**config.mk**
```make
export PLATFORM = sky130hd
export DESIGN_NAME = lfw_sequencer
export DESIGN_NICKNAME = d
export VERILOG_FILES = /design/src/verilog/lfw_pkg.sv /design/src/verilog/lfw_manch_rx.sv /design/src/verilog/lfw_sequencer.sv
export VERILOG_INCLUDE_DIRS = /design/src /design/src/verilog
export SDC_FILE = /design/constraint.sdc
export NUM_CORES = 1
export LEC_CHECK = 0
export ABC_AREA = 1
export CAP_MARGIN = 20
export CORE_ASPECT_RATIO = 0.9
export CORE_MARGIN = 1.5
export CORE_UTILIZATION = 34
export CTS_BUF_LIST = sky130_fd_sc_hd__clkbuf_16
export DETAILED_ROUTE_END_ITERATION = 6
export DONT_BUFFER_PORTS = 1
export GPL_TIMING_DRIVEN = 0
export PLACE_DENSITY = 0.56
export RECOVER_POWER = 100
export SYNTH_ARGS = -nofsm -noshare
export SYNTH_HDL_FRONTEND = slang
export SYNTH_SLANG_ARGS = --single-unit
export TNS_END_PERCENT = 100
```
**constraint.sdc**
```tcl
create_clock -name i_clock -period 5.9 [get_ports i_clock]
set_input_delay 0.885 -clock i_clock [delete_from_list [all_inputs] [get_ports i_clock]]
set_output_delay 0.885 -clock i_clock [all_outputs]
set_load 0.01 [all_outputs]
```
**src/verilog/lfw_map.svh**
```systemverilog
// Notes on behaviour
// - Mode 10 with burst preamble: after preamble, need start burst then gap before sync.
// - Sync on falling envelope edge of first burst after gap; then 7+16 Manchester bits.
// - With wake mask set, wake interrupt rises at final bit of matching sequence.
// - After a match, data is packed into bytes; each byte raises buffer interrupt if masked in.
// - No valid burst, header, identifier, or a data gap over 2.03 ms returns to standby.
// - Clearing receiver enable forces standby from any progress.
// - Start burst 48..200 periods, gap 10..100 periods, sync burst one bit to 200 periods.
// - Mode 11 is transparent: demodulated envelope goes out as a capture input.
// - In transparent mode the oscillator and demodulated output start together at preamble.
// - Transparent mode never returns to standby by itself; front-end reset re-arms.
// - Switching mode to 11 mid-session moves to transparent state; switching back later leaves it transparent.
// - Buffer full flag sets on byte load; clears on vector or write-one.
// - Wake flag sets on wake-up; clears on vector or write-one.
// - Rising edge at mid-bit decodes as one; sender keeps 3.90625 kb/s within 300 b/s.
`ifndef LFW_MAP_SVH
`define LFW_MAP_SVH

`define LFW_CLK_PERIOD_NS 100
`define LFW_CYC_UP(t_us) ((((t_us) * 1000) + `LFW_CLK_PERIOD_NS - 1) / `LFW_CLK_PERIOD_NS)
`define LFW_CYC_DN(t_us) (((t_us) * 1000) / `LFW_CLK_PERIOD_NS)

`define LFW_T_SB_MIN_US 593
`define LFW_T_SB_MAX_US 2030
`define LFW_T_GAP_MIN_US 124
`define LFW_T_SBG_MAX_US 1015
`define LFW_T_SG_MAX_US 2030
`define LFW_T_SBB_MIN_US 256
`define LFW_T_SBB_MAX_US 2030
`define LFW_T_DATA_GAP_US 2030
`define LFW_T_BIT_US 256

`define LFW_GAP_MIN_CYC `LFW_CYC_UP(`LFW_T_GAP_MIN_US)
`define LFW_SBB_MIN_CYC `LFW_CYC_UP(`LFW_T_SBB_MIN_US)
`define LFW_BIT_CYC `LFW_CYC_DN(`LFW_T_BIT_US)
`define LFW_MID_MIN_CYC ((`LFW_BIT_CYC * 3) / 4)

`define LFW_HDR_BITS 7
`define LFW_ID_BITS 16
`define LFW_FRAME_BITS 8
`define LFW_MODE_HDR 2'b01
`define LFW_MODE_HDR_ID 2'b10
`define LFW_MODE_TRANSP 2'b11

`endif

```
**src/verilog/lfw_pkg.sv**
```systemverilog
package lfw_pkg;

    typedef struct packed {
        logic receiver_enable_bit;
        logic [1:0] wake_mode_field;
        logic burst_preamble_select;
        logic wake_irq_mask_bit;
        logic buffer_irq_mask_bit;
    } lfw_ctrl_t;

    typedef enum logic [2:0] {
        ST_IDLE = 3'b000,
        ST_START_BURST = 3'b001,
        ST_START_GAP = 3'b011,
        ST_SYNC_BURST = 3'b010,
        ST_MATCH = 3'b110,
        ST_DATA = 3'b111,
        ST_TRANSP = 3'b101
    } lfw_state_t;

endpackage : lfw_pkg

```
**src/verilog/lfw_manch_rx.sv**
```systemverilog
`timescale 1ns/1ns
`include "lfw_map.svh"

module lfw_manch_rx import lfw_pkg::*;
#(
    parameter logic [15:0] MID_MIN_CYC = 16'(`LFW_MID_MIN_CYC),
    parameter logic [15:0] GAP_MAX_CYC = 16'(`LFW_CYC_DN(`LFW_T_DATA_GAP_US))
)
(
    input wire logic i_clock,
    input wire logic i_rstn,
    input wire logic i_start,
    input wire logic i_stop,
    input wire logic i_rise,
    input wire logic i_fall,
    output logic o_bit_valid,
    output logic o_bit,
    output logic o_gap
);

    logic active_reg;
    logic active_next;
    logic [15:0] cnt_reg;
    logic [15:0] cnt_next;

    // -------------------------------------------------------------------
    // Mid-bit edge detection
    // -------------------------------------------------------------------
    // The sync edge is taken as a mid-bit reference; edges closer than
    // three quarters of a bit to the previous mid-bit edge are boundaries.
    always_comb
    begin
        active_next = active_reg;
        cnt_next = (cnt_reg == 16'hFFFF) ? cnt_reg : cnt_reg + 16'h0001;
        o_bit_valid = 1'b0;
        o_bit = i_rise;
        o_gap = 1'b0;
        if (!active_reg)
        begin
            cnt_next = 16'h0000;
        end
        else if ((i_rise || i_fall) && (cnt_reg >= MID_MIN_CYC))
        begin
            o_bit_valid = 1'b1;
            cnt_next = 16'h0000;
        end
        else if (cnt_reg > GAP_MAX_CYC)
        begin
            o_gap = 1'b1;
            active_next = 1'b0;
        end
        if (i_stop)
        begin
            active_next = 1'b0;
        end
        if (i_start)
        begin
            active_next = 1'b1;
            cnt_next = 16'h0000;
        end
    end

    always_ff @(posedge i_clock or negedge i_rstn)
    begin
        if (!i_rstn)
        begin
            active_reg <= 1'b0;
            cnt_reg <= 16'h0000;
        end
        else
        begin
            active_reg <= active_next;
            cnt_reg <= cnt_next;
        end
    end

endmodule : lfw_manch_rx

```
**src/verilog/lfw_sequencer.sv**
```systemverilog
`timescale 1ns/1ns
`include "lfw_map.svh"

module lfw_sequencer import lfw_pkg::*;
#(
    parameter logic [15:0] SB_MIN_CYC = 16'(`LFW_CYC_UP(`LFW_T_SB_MIN_US)),
    parameter logic [15:0] SB_MAX_CYC = 16'(`LFW_CYC_DN(`LFW_T_SB_MAX_US)),
    parameter logic [15:0] SBG_MAX_CYC = 16'(`LFW_CYC_DN(`LFW_T_SBG_MAX_US)),
    parameter logic [15:0] SG_MAX_CYC = 16'(`LFW_CYC_DN(`LFW_T_SG_MAX_US)),
    parameter logic [15:0] SBB_MAX_CYC = 16'(`LFW_CYC_DN(`LFW_T_SBB_MAX_US)),
    parameter logic [15:0] DATA_GAP_CYC = 16'(`LFW_CYC_DN(`LFW_T_DATA_GAP_US))
)
(
    input wire logic i_clock,
    input wire logic i_rstn,
    input wire logic i_envelope,
    input wire logic i_preamble_det,
    input wire lfw_ctrl_t i_ctrl,
    input wire logic [6:0] i_header_pattern,
    input wire logic [15:0] i_ident_pattern,
    input wire logic i_frontend_reset_bit,
    input wire logic i_wake_vector_ack,
    input wire logic i_buffer_vector_ack,
    input wire logic i_wake_flag_w1c,
    input wire logic i_buffer_flag_w1c,
    output logic o_wake_interrupt,
    output logic o_rx_buffer_interrupt,
    output logic o_wake_flag,
    output logic o_buffer_full_flag,
    output logic [7:0] o_receive_buffer,
    output logic o_demodulated_out,
    output logic o_slow_rc_oscillator_en,
    output lfw_state_t o_state
);

    localparam int SEQ_BITS = `LFW_HDR_BITS + `LFW_ID_BITS;

    // -------------------------------------------------------------------
    // Helpers
    // -------------------------------------------------------------------
    // Number of Manchester bits to compare before wake-up.
    function automatic logic [4:0] match_len(input logic [1:0] mode);
        logic [4:0] len;
        len = 5'h00;
        if (mode == `LFW_MODE_HDR)
        begin
            len = 5'(`LFW_HDR_BITS);
        end
        else if (mode == `LFW_MODE_HDR_ID)
        begin
            len = 5'(SEQ_BITS);
        end
        return len;
    endfunction : match_len

    function automatic logic match_ok(input logic [1:0] mode, input logic [SEQ_BITS-1:0] seq,
                                      input logic [6:0] hdr, input logic [15:0] ident);
        logic ok;
        ok = 1'b0;
        if (mode == `LFW_MODE_HDR)
        begin
            ok = (seq[6:0] == hdr);
        end
        else if (mode == `LFW_MODE_HDR_ID)
        begin
            ok = (seq == {hdr, ident});
        end
        return ok;
    endfunction : match_ok

    // -------------------------------------------------------------------
    // Pin synchronisers
    // -------------------------------------------------------------------
    logic env_meta_reg;
    logic env_sync_reg;
    logic env_prev_reg;
    logic pre_meta_reg;
    logic pre_sync_reg;
    logic pre_prev_reg;

    always_ff @(posedge i_clock or negedge i_rstn)
    begin
        if (!i_rstn)
        begin
            env_meta_reg <= 1'b0;
            env_sync_reg <= 1'b0;
            env_prev_reg <= 1'b0;
            pre_meta_reg <= 1'b0;
            pre_sync_reg <= 1'b0;
            pre_prev_reg <= 1'b0;
        end
        else
        begin
            env_meta_reg <= i_envelope;
            env_sync_reg <= env_meta_reg;
            env_prev_reg <= env_sync_reg;
            pre_meta_reg <= i_preamble_det;
            pre_sync_reg <= pre_meta_reg;
            pre_prev_reg <= pre_sync_reg;
        end
    end

    logic env_rise;
    logic env_fall;
    logic pre_rise;

    assign env_rise = env_sync_reg & ~env_prev_reg;
    assign env_fall = ~env_sync_reg & env_prev_reg;
    assign pre_rise = pre_sync_reg & ~pre_prev_reg;

    // -------------------------------------------------------------------
    // Manchester bit decoder
    // -------------------------------------------------------------------
    logic dec_start;
    logic dec_stop;
    logic dec_bit_valid;
    logic dec_bit;
    logic dec_gap;

    lfw_manch_rx #(
        .MID_MIN_CYC(16'(`LFW_MID_MIN_CYC)),
        .GAP_MAX_CYC(DATA_GAP_CYC)
    ) u_manch_rx (
        .i_clock(i_clock),
        .i_rstn(i_rstn),
        .i_start(dec_start),
        .i_stop(dec_stop),
        .i_rise(env_rise),
        .i_fall(env_fall),
        .o_bit_valid(dec_bit_valid),
        .o_bit(dec_bit),
        .o_gap(dec_gap)
    );

    // -------------------------------------------------------------------
    // Wake-up sequencer
    // -------------------------------------------------------------------
    lfw_state_t state_reg;
    lfw_state_t state_next;
    logic [15:0] cnt_reg;
    logic [15:0] cnt_next;
    logic [SEQ_BITS-1:0] shift_reg;
    logic [SEQ_BITS-1:0] shift_next;
    logic [4:0] bits_reg;
    logic [4:0] bits_next;
    logic [7:0] rxbuf_reg;
    logic [7:0] rxbuf_next;
    logic wake_flag_reg;
    logic wake_flag_next;
    logic buf_flag_reg;
    logic buf_flag_next;
    logic wake_irq_reg;
    logic wake_irq_next;
    logic buf_irq_reg;
    logic buf_irq_next;
    logic demod_reg;
    logic demod_next;
    logic osc_reg;
    logic osc_next;
    logic wake_set;
    logic buf_set;
    logic [4:0] len;
    logic [4:0] bits_inc;
    logic [15:0] gap_max;
    logic transp_mode;

    assign len = match_len(i_ctrl.wake_mode_field);
    assign bits_inc = bits_reg + 5'h01;
    assign gap_max = i_ctrl.burst_preamble_select ? SBG_MAX_CYC : SG_MAX_CYC;
    assign transp_mode = (i_ctrl.wake_mode_field == `LFW_MODE_TRANSP);

    always_comb
    begin
        state_next = state_reg;
        cnt_next = (cnt_reg == 16'hFFFF) ? cnt_reg : cnt_reg + 16'h0001;
        shift_next = shift_reg;
        bits_next = bits_reg;
        rxbuf_next = rxbuf_reg;
        wake_set = 1'b0;
        buf_set = 1'b0;
        dec_start = 1'b0;
        unique case (state_reg)
            ST_IDLE:
            begin
                cnt_next = 16'h0000;
                if (pre_rise)
                begin
                    if (transp_mode)
                    begin
                        state_next = ST_TRANSP;
                    end
                    else if (i_ctrl.burst_preamble_select)
                    begin
                        state_next = ST_START_BURST;
                    end
                    else
                    begin
                        state_next = ST_START_GAP;
                    end
                end
            end
            ST_START_BURST:
            begin
                if (env_rise)
                begin
                    cnt_next = 16'h0000;
                end
                else if (env_fall)
                begin
                    cnt_next = 16'h0000;
                    if (cnt_reg >= SB_MIN_CYC)
                    begin
                        state_next = ST_START_GAP;
                    end
                    else
                    begin
                        state_next = ST_IDLE;
                    end
                end
                else if (cnt_reg > SB_MAX_CYC)
                begin
                    state_next = ST_IDLE;
                end
            end
            ST_START_GAP:
            begin
                if (env_rise)
                begin
                    cnt_next = 16'h0000;
                    if (cnt_reg >= 16'(`LFW_GAP_MIN_CYC))
                    begin
                        state_next = ST_SYNC_BURST;
                    end
                    else
                    begin
                        state_next = ST_IDLE;
                    end
                end
                else if (env_sync_reg)
                begin
                    cnt_next = 16'h0000;
                end
                else if (cnt_reg > gap_max)
                begin
                    state_next = ST_IDLE;
                end
            end
            ST_SYNC_BURST:
            begin
                if (env_fall)
                begin
                    if (cnt_reg >= 16'(`LFW_SBB_MIN_CYC))
                    begin
                        dec_start = 1'b1;
                        shift_next = '0;
                        bits_next = 5'h00;
                        if (len == 5'h00)
                        begin
                            wake_set = 1'b1;
                            state_next = ST_DATA;
                        end
                        else
                        begin
                            state_next = ST_MATCH;
                        end
                    end
                    else
                    begin
                        state_next = ST_IDLE;
                    end
                end
                else if (cnt_reg > SBB_MAX_CYC)
                begin
                    state_next = ST_IDLE;
                end
            end
            ST_MATCH:
            begin
                if (dec_gap)
                begin
                    state_next = ST_IDLE;
                end
                else if (dec_bit_valid)
                begin
                    shift_next = {shift_reg[SEQ_BITS-2:0], dec_bit};
                    bits_next = bits_inc;
                    if (bits_inc >= len)
                    begin
                        bits_next = 5'h00;
                        if (match_ok(i_ctrl.wake_mode_field, shift_next, i_header_pattern, i_ident_pattern))
                        begin
                            wake_set = 1'b1;
                            state_next = ST_DATA;
                        end
                        else
                        begin
                            state_next = ST_IDLE;
                        end
                    end
                end
            end
            ST_DATA:
            begin
                if (dec_gap)
                begin
                    state_next = ST_IDLE;
                end
                else if (dec_bit_valid)
                begin
                    shift_next = {shift_reg[SEQ_BITS-2:0], dec_bit};
                    bits_next = bits_inc;
                    if (bits_inc == 5'(`LFW_FRAME_BITS))
                    begin
                        bits_next = 5'h00;
                        rxbuf_next = {shift_reg[6:0], dec_bit};
                        buf_set = 1'b1;
                    end
                end
            end
            ST_TRANSP:
            begin
                if (i_frontend_reset_bit)
                begin
                    state_next = ST_IDLE;
                end
            end
        endcase
        // A session in progress carries over into transparent operation.
        if (transp_mode && (state_reg != ST_IDLE) && (state_next != ST_IDLE))
        begin
            state_next = ST_TRANSP;
        end
        if (!i_ctrl.receiver_enable_bit)
        begin
            state_next = ST_IDLE;
        end
    end

    assign dec_stop = (state_next != ST_MATCH) && (state_next != ST_DATA);

    // -------------------------------------------------------------------
    // Flags, interrupts and front-end outputs
    // -------------------------------------------------------------------
    always_comb
    begin
        wake_flag_next = wake_set | (wake_flag_reg & ~(i_wake_vector_ack | i_wake_flag_w1c));
        buf_flag_next = buf_set | (buf_flag_reg & ~(i_buffer_vector_ack | i_buffer_flag_w1c));
        wake_irq_next = wake_flag_next & i_ctrl.wake_irq_mask_bit;
        buf_irq_next = buf_flag_next & i_ctrl.buffer_irq_mask_bit;
        osc_next = (state_next == ST_TRANSP);
        demod_next = (state_next == ST_TRANSP) & env_sync_reg;
    end

    always_ff @(posedge i_clock or negedge i_rstn)
    begin
        if (!i_rstn)
        begin
            state_reg <= ST_IDLE;
            cnt_reg <= 16'h0000;
            shift_reg <= '0;
            bits_reg <= 5'h00;
            rxbuf_reg <= 8'h00;
            wake_flag_reg <= 1'b0;
            buf_flag_reg <= 1'b0;
            wake_irq_reg <= 1'b0;
            buf_irq_reg <= 1'b0;
            demod_reg <= 1'b0;
            osc_reg <= 1'b0;
        end
        else
        begin
            state_reg <= state_next;
            cnt_reg <= cnt_next;
            shift_reg <= shift_next;
            bits_reg <= bits_next;
            rxbuf_reg <= rxbuf_next;
            wake_flag_reg <= wake_flag_next;
            buf_flag_reg <= buf_flag_next;
            wake_irq_reg <= wake_irq_next;
            buf_irq_reg <= buf_irq_next;
            demod_reg <= demod_next;
            osc_reg <= osc_next;
        end
    end

    assign o_wake_interrupt = wake_irq_reg;
    assign o_rx_buffer_interrupt = buf_irq_reg;
    assign o_wake_flag = wake_flag_reg;
    assign o_buffer_full_flag = buf_flag_reg;
    assign o_receive_buffer = rxbuf_reg;
    assign o_demodulated_out = demod_reg;
    assign o_slow_rc_oscillator_en = osc_reg;
    assign o_state = state_reg;

endmodule : lfw_sequencer

```
==> impl_results.md <==
* Clk sinks at 83
* Slew at the pin closest to its max-slew limit at 1350 ps
* RSZ-0062 raised after global routing: no
* Synth Register Bits at 83
* Core Area at about 0.015 mm^2
* Setup Buffers After CTS at 0
* Die Height at 120 um
* Achievable Freq at 333 MHz
* Post-synth EDFFs at 0
* Asr flop ratio synth at 100%
* CTS Root Cell: clkbuf_16
* Hold/Removal Path Class: input port to async pin
* CTS tree: yes
* Worst Path Required at between 6000 and 7000 ps
* Crit-path max FO at 5
* Clock skew after layout at roughly 6.8 ps
* Layout cell share with drive strength beyond 1 at 5.53%
* H-tree depth at 3
* Initial antenna violation count at 0
* Post-Synthesis Cells at around 690
* Number of global-route vias before repair at 4378
* Worst slack at placement at 2680 ps
* CTS Hold Bufs at 0
* Leak pwr at 2.69 nW
* Hold slack at 224 ps
* Max stage delay on crit path at 370 ps
* Post-synthesis cell area at 0.00516 mm^2
* First-pass GRT wire length at about 22 mm
* Worst-Skew Late Latency at 350 ps
* DRC viols at 0
* Layout Nets at between 700 and 800
* Total negative slack at 0 ps
* PortBufs at 0
* Clk buf depth at 2
* Die X at 133 um
* Status: complete, no violations
* DR WL/cell at 14.2 um
* CTS buffer count at 9
* Crit end category: register
* Hold Fails Final Rpt at 0
* Yosys cell types at 46
* Die area at 0.0159 mm^2
* Clock network power share at between 40% and 50%
* WS Path Type: input port to register
* Max-cap violation count at 0
* Data arrival, critical path at about 3200 ps
* Final WS setup at a little under 3000 ps
* Via count at between 4000 and 5000
* Post-synth top flop: dfrtp_1
* Clock-pin slew on the worst setup and hold paths at approximately 60 ps
* DRT iter0 DRCs at 402
* Most frequent CP cell: nand2_1
* Tmin final at 3010 ps
* Area grow syn2layout at 10.4%
* ANT nets after route at 0
* Sequential fraction of the synthesis area at 40.2%
* CTS resizes at 0
* Number of vias per cell at 4.98
* YS warnings at 0
* WL final at ~13 mm
* Setup violation total in the final timing report at 0
* TritonRoute pass-1 iters at 5
* Slew HR at 9.76%
* # diodes at 0
* Slew Viols, Final at 0
* Post-Syn Nets at about 750
* Slowest CP cell: ha_1
* Fillers at 1556
* Period utilization at 51.0%
* Internal power at around 1.1 mW
* Switch Pwr at ~0.45 mW
* Worst vdd ir at about 0.24 mV
* Sw frac at 29.2%
* Part of the power in combinational logic at around 16%
* IO Count at 55
* Part of the power in registers at 40.1%
* Final HPWL DP at between 9 and 10 mm
* GR Util All Layers at 17.3%
* Critical Path, Cell by Cell: inv_1, ha_1, inv_1, ha_1, o21ai_0, nand2_1, nand2_1, nand3_1, nand2_1, a21oi_1, nand3_1, nand3_1, nand2_1, nor3_1, nand2_1, o21ai_0
* Final Util at roughly two fifths
* Syn_area_per_cell at 7.49 um^2
* Pwr dens at 269 mW/mm^2
* RD Place Congestion at roughly 0.85
* Placement Rows at 42
* Total grt overflow at 0
* Setup crit start kind: input port
* Max reg flops at 22
* Largest net degree at the start of global routing at 84
* Initial Utilization at 35.0%
Yosys cell counts, types with 7 or more instances:
master,instances,share of area (%)
xor2_1,8,1.4
nor3_1,19,1.8
inv_1,118,8.6
nand2_1,142,10
ha_1,24,5.8
o22ai_1,21,2.5
nor2_1,77,5.6
nand4_1,7,0.85
dfrtp_1,83,40
nand2_2,7,0.85
o21ai_0,43,4.2
a21oi_1,26,2.5
nor2_2,7,0.85
nand3_1,37,3.6
per-layer routing:
layer / GRT usage (%) / wire length (um) / part of all wire [%]
met5: 0 / 0 / 0
met3: 4.60 / 746 / 5.8
met1: 24.7 / 6310 / 49
met2: 25.6 / 5530 / 43
met4: 4.95 / 193 / 1.5
per-stage QoR:
stage,cells,cell area [um^2],power [mW]
after CTS,903,5760,1.57
after global placement,887,5410,0.886
after global routing,903,5700,1.62
after detailed placement,887,5410,0.891
after floorplan,689,5160,0.827
final,903,5700,1.53
power by group through the flow:
stage	registers, mW	logic [mW]	clock network [mW]
2_1_floorplan	0.619	0.208	0
3_3_place_gp	0.626	0.261	0
3_5_place_dp	0.626	0.265	0
4_1_cts	0.615	0.267	0.686
5_1_grt	0.618	0.290	0.709
6_report	0.616	0.251	0.667
worst max-delay path, delay by kind of cell:
family / cells / cell delay, ps
compound gates: 3 / 670
fa+ha+maj: 2 / 640
buf+inv: 2 / 110
simple gates: 9 / 930
final cells by class:
class	count	area [um^2]	area share, %
inverter	124	465	8.17
buffer	9	50.0	0.879
multi-input combinational	473	2500	44.0
sequential	83	2080	36.5
clock inverter	7	125	2.20
clock buffer	9	225	3.95
tap	198	248	4.35
kinds of logic after synthesis:
logic type,share of synthesized area (%)
fa+ha+maj,5.82
simple gates,27.7
compound gates,13.8
flops,40.2
buf+inv,10.0
xor+xnor,2.38
worst paths after layout:
path                               from                    end  depth (start not counted)  slack [ps]
max in group asynchronous        i_rstn             cnt_reg[6]                          0        5520
min in group i_clock       env_meta_reg           env_sync_reg                          0         350
setup / recovery              i_ctrl[3]  u_manch_rx.active_reg                         16        2890
setup reg to reg           env_sync_reg             cnt_reg[4]                          7        3050
hold reg to reg            env_meta_reg           env_sync_reg                          0         350
hold / removal                   i_rstn           shift_reg[9]                          0         220
cells in the final DEF (no fill, tap or decap), types with 4 or more instances in the layout:
master and instances:
nand2_1 146, inv_1 120, dfrtp_1 83, nor2_1 79
o21ai_0 45, nand3_1 37, a21oi_1 27, ha_1 24
o22ai_1 21, nor3_1 20, clkbuf_16 9, xor2_1 8
nand4_1 8, nor2_2 6, xnor2_1 6, clkbuf_1 6
inv_2 4, a211oi_1 4, o211ai_1 4
Power figures use the tool's default switching activity.
